[config.mk]
export PLATFORM = sky130hd
export DESIGN_NAME = ats_top
export DESIGN_NICKNAME = d
export VERILOG_FILES = /design/src/design/ats_pkg.sv /design/src/design/ats_top.sv
export SDC_FILE = /design/constraint.sdc
export NUM_CORES = 1
export LEC_CHECK = 0
export ABC_AREA = 1
export BUFFER_PORTS_ARGS = -buffer_cell sky130_fd_sc_hd__buf_4
export CAP_MARGIN = 20
export CORE_UTILIZATION = 40
export DETAILED_ROUTE_END_ITERATION = 10
export GPL_TIMING_DRIVEN = 0
export PLACE_DENSITY_LB_ADDON = 0.05
export SYNTH_ARGS = -nofsm -noshare
export SYNTH_HDL_FRONTEND = slang
export SYNTH_SLANG_ARGS = --single-unit
[constraint.sdc]
create_clock -name ref_clk_in -period 2.7 [get_ports ref_clk_in]
set_input_delay 0.135 -clock ref_clk_in [delete_from_list [all_inputs] [get_ports ref_clk_in]]
set_output_delay 0.135 -clock ref_clk_in [all_outputs]
set_load 0.1 [all_outputs]
[src/design/ats_pkg.sv]
/*
 * package for the acquisition trigger select block: register map, field
 * codes, reset values and the carrier structs shared by the design.
 * assumes a plain one-cycle register port on the same clock as the block.
 */
package ats_pkg;

    // register byte addresses
    localparam logic [7:0] ATS_ADDR_MODE     = 8'h00; // trigger mode on/off
    localparam logic [7:0] ATS_ADDR_SOURCE   = 8'h04; // trigger source code
    localparam logic [7:0] ATS_ADDR_CMD      = 8'h08; // execute commands (write only)
    localparam logic [7:0] ATS_ADDR_CNT_SEL  = 8'h0C; // counter selector
    localparam logic [7:0] ATS_ADDR_CNT_EVT  = 8'h10; // counter event source
    localparam logic [7:0] ATS_ADDR_CNT_RST  = 8'h14; // counter reset source
    localparam logic [7:0] ATS_ADDR_CNT_DIV  = 8'h18; // counter divide value
    localparam logic [7:0] ATS_ADDR_CNT_CUR  = 8'h1C; // current count (read only)
    localparam logic [7:0] ATS_ADDR_STATUS   = 8'h20; // block status (read only)

    // command register bit positions
    localparam int ATS_CMD_SOFT_BIT = 0; // software execute
    localparam int ATS_CMD_CRST_BIT = 1; // counter reset execute

    // status register bit positions
    localparam int ATS_STAT_REFUSED_BIT = 0; // last counter reset was refused
    localparam int ATS_STAT_LINE0_BIT   = 1; // filtered isolated line level
    localparam int ATS_STAT_LINE2_BIT   = 2; // filtered bidirectional line level

    // widths
    localparam int ATS_DIV_W = 10;
    localparam int ATS_SRC_W = 3;

    // trigger source codes
    localparam logic [2:0] ATS_SRC_SOFTWARE = 3'h0;
    localparam logic [2:0] ATS_SRC_LINE0    = 3'h1;
    localparam logic [2:0] ATS_SRC_LINE2    = 3'h2;
    localparam logic [2:0] ATS_SRC_COUNTER0 = 3'h3;
    localparam logic [2:0] ATS_SRC_ACTION1  = 3'h4;
    localparam logic [2:0] ATS_SRC_ANYWAY   = 3'h5;

    // counter event source codes
    localparam logic [1:0] ATS_EVT_OFF   = 2'h0;
    localparam logic [1:0] ATS_EVT_LINE0 = 2'h1;
    localparam logic [1:0] ATS_EVT_LINE2 = 2'h2;

    // counter reset source codes
    localparam logic ATS_CRST_OFF      = 1'b0;
    localparam logic ATS_CRST_SOFTWARE = 1'b1;

    // divide value limits and reset values
    localparam logic [9:0] ATS_DIV_MIN     = 10'h001;
    localparam logic [9:0] ATS_DIV_MAX     = 10'h3FF;
    localparam logic [9:0] ATS_DIV_RST     = 10'h001;
    localparam logic       ATS_MODE_RST    = 1'b0;
    localparam logic [2:0] ATS_SRC_RST     = 3'h0;
    localparam logic [9:0] ATS_COUNT_RST   = 10'h000;

    // configuration carrier
    typedef struct packed {
        logic            mode_on;
        logic [2:0]      source;
        logic [1:0]      cnt_evt;
        logic            cnt_rst_sw;
        logic [9:0]      cnt_div;
    } ats_cfg_type;

    // register port carrier
    typedef struct packed {
        logic [7:0]      addr;
        logic [31:0]     wdata;
        logic            wr;
        logic            rd;
    } ats_bus_type;

endpackage

[src/design/ats_top.sv]
/*
 * acquisition trigger select: chooses between internal timing and one
 * external trigger source, and holds the single divide-by-n edge counter.
 * assumes the line inputs come from pins (asynchronous), the internal timing
 * tick and action command pulse come from logic on ref_clk_in, and software
 * uses a one-cycle register port with read data one cycle after the strobe.
 * software has already turned the bidirectional line to an input before
 * selecting it; the output side of that pin is handled elsewhere. there is
 * no interrupt: the current count and status are polled.
 */
// Design decisions made here: the strobed register port and the address map.
`timescale 1ns/1ps
module ats_top
    import ats_pkg::*;
#(
    parameter int SYNC_STAGES = 3
) (
    // clock and reset
    input  wire logic        ref_clk_in,
    input  wire logic        rst_in,
    // register port
    input  wire logic [7:0]  reg_addr_in,
    input  wire logic [31:0] reg_wdata_in,
    input  wire logic        reg_wr_in,
    input  wire logic        reg_rd_in,
    output logic      [31:0] reg_rdata_out,
    // trigger inputs
    input  wire logic        line0_in,
    input  wire logic        line2_in,
    input  wire logic        action_cmd_in,
    input  wire logic        internal_tick_in,
    // toward the acquisition sequencer
    output logic             acq_start_out,
    output logic             ext_mode_out
);

    // register port bundle and configuration
    ats_bus_type bus;
    ats_cfg_type cfg_r;
    ats_cfg_type cfg_nxt;

    // trigger lines: bit 0 isolated line, bit 1 bidirectional line
    logic [1:0]  pin_in;
    logic [1:0]  line_lvl;  // filtered levels, shown in status
    logic [1:0]  line_rise; // one-cycle rising edges of the filtered levels
    logic        l0_rise;
    logic        l2_rise;
    logic        hw_trig;

    // divide counter and its reset command
    logic        evt_edge;
    logic        cnt_trig;
    logic [9:0]  wdiv;      // divide value as it will be stored
    logic [9:0]  count_r;
    logic [9:0]  count_nxt;
    logic        refused_r;
    logic        refused_nxt;

    // execute command pulses
    logic        soft_cmd_r;
    logic        soft_cmd_nxt;
    logic        crst_cmd_r;
    logic        crst_cmd_nxt;

    // outputs toward the sequencer and software
    logic        acq_r;
    logic        acq_nxt;
    logic [31:0] rdata_r;
    logic [31:0] rdata_nxt;

    // bundle the register port
    assign bus.addr  = reg_addr_in;
    assign bus.wdata = reg_wdata_in;
    assign bus.wr    = reg_wr_in;
    assign bus.rd    = reg_rd_in;

    // pin order for the line lanes
    assign pin_in = {line2_in, line0_in};

    // one lane per trigger pin: synchroniser, agreement filter, rising edge.
    // the level only moves once the second and third stages agree, so a pin
    // sampled mid-change cannot give a double edge
    generate
        for (genvar i = 0; i < 2; i++) begin : g_line
            logic [SYNC_STAGES-1:0] sync_r;
            logic [SYNC_STAGES-1:0] sync_nxt;
            logic                   lvl_r;
            logic                   lvl_nxt;

            // shift the pin in and filter the last two stages
            always_comb begin
                sync_nxt = {sync_r[SYNC_STAGES-2:0], pin_in[i]};
                lvl_nxt  = lvl_r;
                if (sync_r[SYNC_STAGES-2] == sync_r[SYNC_STAGES-1]) begin
                    lvl_nxt = sync_r[SYNC_STAGES-1];
                end
            end

            // lane registers; idle level low so reset makes no false edge
            always_ff @(posedge ref_clk_in) begin
                if (rst_in) begin
                    sync_r <= '0;
                    lvl_r  <= 1'b0;
                end else begin
                    sync_r <= sync_nxt;
                    lvl_r  <= lvl_nxt;
                end
            end

            // lane results
            assign line_lvl[i]  = lvl_r;
            assign line_rise[i] = lvl_nxt & ~lvl_r;
        end
    endgenerate

    // rising edges of the two lines by name
    assign l0_rise = line_rise[0];
    assign l2_rise = line_rise[1];

    // counter event comes from the selected line only
    always_comb begin
        unique case (cfg_r.cnt_evt)
            ATS_EVT_LINE0: evt_edge = l0_rise;
            ATS_EVT_LINE2: evt_edge = l2_rise;
            default:       evt_edge = 1'b0;    // off counts nothing
        endcase
    end

    // divide value write; zero is below the range and is stored as one,
    // otherwise a stored zero would read back although the compare triggers on every edge, the same as one
    always_comb begin
        wdiv = bus.wdata[ATS_DIV_W-1:0];
        if (wdiv < ATS_DIV_MIN) begin
            wdiv = ATS_DIV_MIN;
        end
    end

    // configuration registers written by software; an unknown source code,
    // event code 3 and writes to read-only offsets leave the settings alone
    always_comb begin
        cfg_nxt = cfg_r;
        if (bus.wr) begin
            unique case (bus.addr)
                ATS_ADDR_MODE:    cfg_nxt.mode_on = bus.wdata[0];
                ATS_ADDR_SOURCE: begin
                    if (bus.wdata[ATS_SRC_W-1:0] <= ATS_SRC_ANYWAY) begin
                        cfg_nxt.source = bus.wdata[ATS_SRC_W-1:0];
                    end
                end
                ATS_ADDR_CNT_EVT: begin
                    if (bus.wdata[1:0] != 2'h3) begin
                        cfg_nxt.cnt_evt = bus.wdata[1:0];
                    end
                end
                ATS_ADDR_CNT_RST: cfg_nxt.cnt_rst_sw = bus.wdata[0];
                ATS_ADDR_CNT_DIV: cfg_nxt.cnt_div = wdiv;
                default:          cfg_nxt = cfg_r;
            endcase
        end
    end

    // execute commands become one-cycle pulses; registering them costs a
    // cycle but keeps the strobe decode away from the start path
    always_comb begin
        soft_cmd_nxt = bus.wr && bus.addr == ATS_ADDR_CMD && bus.wdata[ATS_CMD_SOFT_BIT];
        crst_cmd_nxt = bus.wr && bus.addr == ATS_ADDR_CMD && bus.wdata[ATS_CMD_CRST_BIT];
    end

    // divide counter: one trigger per n counted edges, software reset.
    // an accepted reset command (reset source software) beats an event in the same cycle: the count restarts
    // and no trigger is issued, so software sees a clean zero afterwards
    always_comb begin
        count_nxt   = count_r;
        refused_nxt = refused_r;
        cnt_trig    = 1'b0;
        if (evt_edge) begin
            if (count_r + 10'h001 >= cfg_r.cnt_div) begin
                count_nxt = ATS_COUNT_RST;
                cnt_trig  = 1'b1;
            end else begin
                count_nxt = count_r + 10'h001;
            end
        end
        if (crst_cmd_r) begin
            if (cfg_r.cnt_rst_sw == ATS_CRST_SOFTWARE) begin
                count_nxt   = ATS_COUNT_RST;
                refused_nxt = 1'b0;
                cnt_trig    = 1'b0;
            end else begin
                refused_nxt = 1'b1;
            end
        end
    end

    // hardware line trigger for the anyway source: an edge on either line
    // counts, so the merged source takes either line but not the action command or the counter
    assign hw_trig = l0_rise | l2_rise;

    // trigger select: one pulse per accepted trigger. a trigger in the cycle
    // right after a pulse is dropped, so every start is followed by a low
    // cycle the sequencer can rely on
    always_comb begin
        acq_nxt = 1'b0;
        if (!cfg_r.mode_on) begin
            acq_nxt = internal_tick_in;
        end else begin
            unique case (cfg_r.source)
                ATS_SRC_SOFTWARE: acq_nxt = soft_cmd_r;
                ATS_SRC_LINE0:    acq_nxt = l0_rise;
                ATS_SRC_LINE2:    acq_nxt = l2_rise;
                ATS_SRC_COUNTER0: acq_nxt = cnt_trig;
                ATS_SRC_ACTION1:  acq_nxt = action_cmd_in;
                ATS_SRC_ANYWAY:   acq_nxt = soft_cmd_r | hw_trig;
                default:          acq_nxt = 1'b0;
            endcase
        end
        if (acq_r) begin
            acq_nxt = 1'b0;
        end
    end

    // read data mux, answer in the next cycle only; the command register
    // is write only and reads back zero like an unmapped offset
    always_comb begin
        rdata_nxt = '0;
        if (bus.rd) begin
            unique case (bus.addr)
                ATS_ADDR_MODE:    rdata_nxt[0] = cfg_r.mode_on;
                ATS_ADDR_SOURCE:  rdata_nxt[ATS_SRC_W-1:0] = cfg_r.source;
                ATS_ADDR_CNT_SEL: rdata_nxt = '0;
                ATS_ADDR_CNT_EVT: rdata_nxt[1:0] = cfg_r.cnt_evt;
                ATS_ADDR_CNT_RST: rdata_nxt[0] = cfg_r.cnt_rst_sw;
                ATS_ADDR_CNT_DIV: rdata_nxt[ATS_DIV_W-1:0] = cfg_r.cnt_div;
                ATS_ADDR_CNT_CUR: rdata_nxt[ATS_DIV_W-1:0] = count_r;
                ATS_ADDR_STATUS: begin
                    rdata_nxt[ATS_STAT_REFUSED_BIT] = refused_r;
                    rdata_nxt[ATS_STAT_LINE0_BIT]   = line_lvl[0];
                    rdata_nxt[ATS_STAT_LINE2_BIT]   = line_lvl[1];
                end
                default:          rdata_nxt = '0;
            endcase
        end
    end

    // state registers
    always_ff @(posedge ref_clk_in) begin
        if (rst_in) begin
            cfg_r.mode_on    <= ATS_MODE_RST;
            cfg_r.source     <= ATS_SRC_RST;
            cfg_r.cnt_evt    <= ATS_EVT_OFF;
            cfg_r.cnt_rst_sw <= ATS_CRST_OFF;
            cfg_r.cnt_div    <= ATS_DIV_RST;
            count_r          <= ATS_COUNT_RST;
            refused_r        <= 1'b0;
            soft_cmd_r       <= 1'b0;
            crst_cmd_r       <= 1'b0;
            acq_r            <= 1'b0;
            rdata_r          <= '0;
        end else begin
            cfg_r            <= cfg_nxt;
            count_r          <= count_nxt;
            refused_r        <= refused_nxt;
            soft_cmd_r       <= soft_cmd_nxt;
            crst_cmd_r       <= crst_cmd_nxt;
            acq_r            <= acq_nxt;
            rdata_r          <= rdata_nxt;
        end
    end

    // outputs straight from flops
    assign reg_rdata_out = rdata_r;
    assign acq_start_out = acq_r;
    assign ext_mode_out  = cfg_r.mode_on;

endmodule

After elaboration in Yosys (flattened, before gate mapping)
Cells that the tools add are included.

Magnitude comparators: 3. Bitwise logic cells: 7. Add/sub/neg operators: 1. Muxes and demuxes: 19. Reduce and logical (&&, ||, !) cells: 12. Div/mod/pow operators: 0. Multipliers: 0. Shift-type cells: 0. Equality and inequality tests: 17.

Operator list (count): 2-to-1 mux 10 bit (5); == test 8 x 5 -> 1 bit (second input constant) (4); case mux 7 bit (2 select lines) (1); adder 10 x 1 -> 10 bit (second input constant) (1); greater-or-equal comparator 10 bit (1); less-than comparator 10 x 1 -> 1 bit (second input constant) (1); == test 8 x 3 -> 1 bit (second input constant) (1); == test 8 x 4 -> 1 bit (second input constant) (1); == test 8 x 6 -> 1 bit (second input constant) (1); zero test 8 bit (1); 2-to-1 mux 1 bit (8); case mux 1 bit (7 select lines) (1); == test 3 x 2 -> 1 bit (second input constant) (2); == test 3 bit (second input constant) (2); case mux 1 bit (6 select lines) (1); AND reduction 2 bit (3); AND reduction 3 bit (2); case mux 1 bit (5 select lines) (1); case mux 1 bit (4 select lines) (1); OR reduction 2 bit (2); == test 3 x 1 -> 1 bit (second input constant) (1); less-or-equal comparator 3 bit (second input constant) (1); logical AND 1 bit (3); zero test 3 bit (1); 8 further kinds (13).

Latch bits: 0. Output and inout port bits: 34. Input bits: 48. Memories kept: 0. ROM bits: 0. Bits in registers: 71. Word-level logic and storage cells: 75. Memory bits (writable): 0.

Depth between registers and ports, before layout
Word-level depth: 9. Depth in mapped cells: 15. Mapped depth without buffers: 15.

Least setup slack after synthesis
OpenSTA, ideal clock, no wires.

Path kind: reg-to-reg. Start: register count_r[2]. End: register count_r[9]. Setup time: 72 ps. Period minus slack after synthesis: 2146 ps. Cell stages (with the launch flop): 13. Buffers on the path: 0. Arrival time: 2074 ps. Required time: 2628 ps. Setup slack: 554 ps. Cells stage by stage: dfxtp_1 nand3_1 nor2_1 nand4_1 xor2_1 inv_1 ha_1 a21o_1 nor2_1 nand3_1 nor2_2 nand2_1 a21oi_1.

Cells in the longest elaborated chain, start to end: 6.

RTL lines: from (decl) (RTL line ats_top.sv:54) `logic [9:0] count_r;`; from (signal assigned) (RTL line ats_top.sv:261) `count_r <= count_nxt;`; adder 10 x 1 -> 10 bit * (RTL line ats_top.sv:177, ats_top.sv:181); greater-or-equal comparator 10 bit (RTL line ats_top.sv:177) `if (count_r + 10'h001 >= cfg_r.cnt_div) begin`; 2-to-1 mux 10 bit * (RTL line ats_top.sv:177); 2-to-1 mux 10 bit * (RTL line ats_top.sv:176) `if (evt_edge) begin`; 2-to-1 mux 10 bit (RTL line ats_top.sv:185) `if (cfg_r.cnt_rst_sw == ATS_CRST_SOFTWARE) begin`; 2-to-1 mux 10 bit * (RTL line ats_top.sv:184) `if (crst_cmd_r) begin`.

Every way passes the cells marked *; elsewhere a longest branch is shown, timed or not. A chain may end at the register's enable or synchronous reset.

Final worst setup path
Start: register count_r[2]. End: register count_r[6].

The elaborated chain is that of the path after synthesis.

==> impl_metrics.ini <==
[setup_path]
worstPathArrival_ns = 2.65
path_max_fanout = 6
startpoint = count_r[2]$_SDFF_PP0_
critical_path_required_ns = 2.93
rr_startpoint = count_r[2]$_SDFF_PP0_
path_class = reg2reg
start_kind = flip-flop
endpoint_kind = flip-flop
r2r_cells = 12

[finish]
multi_input_area_sq_um = 1320
nFillCells = 657
final_layout_size_suffix_gt1_share_pct = 19.8
n_antenna_cell = 0
stdcell_count = 497
design_area_sq_um = 3160
syn2layout_area_growth_pct = 21.0
fin_util_pct = 50.0
seq_area_sq_um = 981
nets = 480

[floorplanning]
start_util_pct = 41.3
boundaryPins = 82
core_area_sq_um = 6310
num_rows = 29
dieArea_sq_um = 6850
die_w_microns = 82.8
fp.dieH_microns = 82.8

[routing]
vias = 2309
viasPerCell = 4.65
wl_microns = 5930
drt-pass1-iter-count = 4
ant_nets = 0
drtIter0Drc = 75
route.detailed.drc = 0
wire_per_inst_microns = 11.9

[synthesis]
synthSimpleGateAreaFrac_pct = 22.1
ys_top_cells_by_area = dfxtp_1 (38%), nand2_1 (8.6%), inv_1 (7.8%)
ys_ff_latch = 49
synth.avg_cell_area_sq_um = 7.37
synth.top_cells.by_count = nand2_1 (60), inv_1 (54), dfxtp_1 (49), nor2_1 (37), a21oi_1 (31)
synth.largest_area_cell = dfxtp_1
yosysTopAreaCellShare_pct = 37.6
yosysWarningCount = 0
synth_area_sq_um = 2610
ys_types = 40
synth_compound_area_share_pct = 16.2
synth_xor_area_share_pct = 2.01
yosys_most_used_dff = dfxtp_1
synth_most_common_cell = nand2_1
syn_inst = 354
yosys.area_share.adder_pct = 6.23
synthArstFlopShare_pct = 0
synth_top_family_by_area = simple AND/OR/NAND/NOR gates
synth_mux_area_share_pct = 0
yosysSeqAreaShare_pct = 37.6
synth_edf_count = 0

[clock_tree]
h-tree-depth = 2
cts_made_buffers = 5
cts-resized-gates = 0
cts_tree = yes
clkTransAtPathRegs_ns = 0.09
cts_root_buf = clkbuf_8
cts_hold_buf = 0
cts.sinks = 49
clockBufferDepth = 2
clk_latency_ns = 0.30
postCtsSetupBuffers = 0

[sta]
max_freq_mhz = 414
hold_ws_ns = 0.0311
setup_viol = 0
clock_skew_ns = 0.00602
tns_ns = 0
rsz0062_at_grt = no
hold_viol_final = 0
finalCriticalPeriod_ns = 2.41
post-route-period-util_pct = 89.4
setup_ws_ns = 0.287
worst_pin_slew_ns = 0.623
slew_headroom_pct = 58.4
slew_violations = 0

[power]
leakagePower_nw = 1.45
sw_frac_of_total_pct = 31.5
power_density_nw_per_um2 = 446
p_total_mw = 1.41
intPower_uw = 966
p_clk_share_pct = 31.0
netSwitchingPower_uw = 443
vdd_drop_max_mv = 0.255
p_comb_share_pct = 17.2
pwr-share-seq_pct = 51.8

[status]
status = finished, final reports clean

[global_routing]
grt_pass1_wl_microns = 9290
grt_pass1_vias = 1964
grt_max_degree = 16
overflow = 0
antenna_found_initial = 0
grt_usage_pct = 18.3

[min_path]
whs_path_depth = 3
hold_start = line2_in
worstHoldPathType = in2reg

[placed_design]
hpwl_microns = 4580
port-buffer-count = 36
place_area_sq_um = 3060
dpl.cell_count = 488
pre_cts_ws_ns = 0.113
gp_congestion = 0.838

[flow_run]
cap_viol_max_count = 0
==> routing by layer <==
layer | vias up | part of all wire [%] | track usage [%]
li1 | 1231 | - | -
met1 | 998 | 51 | 26.5
met2 | 76 | 42 | 26.9
met3 | 4 | 7.1 | 4.15
met4 | 0 | 0.78 | 4.66
met5 | - | 0 | 0
==> cells by family after synthesis <==
family | count (synthesis)
AOI/OAI and AO/OA | 69
and+or+nand+nor | 131
adders and majority gates | 13
DFF | 49
other | 1
buffers and inverters | 85
xor gates and xnor gates | 6
==> registers in the layout (all words and copies together) (netlist names) <==
| name | flops |
|---|---|
| g_line.lvl_r | 2 |
| soft_cmd_r | 1 |
| crst_cmd_r | 1 |
| ext_mode_out | 1 |
| cfg_r | 16 |
| refused_r | 1 |
| acq_start_out | 1 |
| g_line.sync_r | 6 |
| reg_rdata_out | 10 |
| count_r | 10 |
==> worst paths after layout <==
kind	endpoint	slack [ns]
hold / removal	g_line[1].sync_r[0]$_SDFF_PP0_	0.03
hold reg to reg	g_line[1].sync_r[1]$_SDFF_PP0_	0.41
setup reg to reg	count_r[6]$_SDFF_PP0_	0.29
setup / recovery	count_r[6]$_SDFF_PP0_	0.29
==> power by group through the flow <==
| stage | clock network (mW) | registers (mW) | logic (mW) |
|---|---|---|---|
| final | 0.437 | 0.730 | 0.243 |
| after global routing | 0.480 | 0.731 | 0.257 |
| after CTS | 0.451 | 0.730 | 0.242 |
| after detailed placement | 0 | 0.747 | 0.242 |
| after global placement | 0 | 0.747 | 0.242 |
| after floorplan | 0 | 0.753 | 0.190 |
==> final cells by class <==
| cell class | instances | share of cell area, % |
|---|---|---|
| multi-input combinational | 242 | 41.6 |
| clock buffer | 6 | 2.30 |
| clock inverter | 2 | 0.475 |
| timing repair buffer | 36 | 8.55 |
| buffer | 27 | 6.06 |
| sequential | 49 | 31.0 |
| tap | 77 | 3.05 |
| inverter | 58 | 6.89 |
==> cells in the final DEF, fill, tap and decap left out, types with 2 or more instances in the layout <==
cell type	Yosys	routed
xor2_1	4	4
nor4_1	2	2
buf_4	22	58
o22ai_1	4	4
clkinvlp_4	0	2
a22oi_1	5	5
o21ai_0	13	13
nor2_4	1	2
nor2_1	37	37
inv_1	54	54
clkbuf_8	0	5
nand4_1	4	4
dfxtp_1	49	49
a211oi_2	3	3
nand3_1	12	11
clkbuf_1	3	4
nand2_1	60	60
ha_1	13	13
a21oi_1	31	31
nor3_1	7	7
xnor2_1	2	2
inv_2	2	2
a211oi_1	4	4
clkinv_1	2	2
nor2_2	2	2
o211a_1	2	2
conb_1	1	22
==> critical path: stages (launching register included) <==
cell	delay, ns
dfxtp_1	0.43
nand3_1	0.15
nor2_1	0.23
nand4_1	0.14
xor2_1	0.15
inv_1	0.07
ha_1	0.28
a21o_1	0.19
nor2_1	0.13
nand3_2	0.15
nor2_2	0.21
nand2_1	0.08
a21oi_1	0.12
Note: power is estimated with default switching activity, not from simulation.
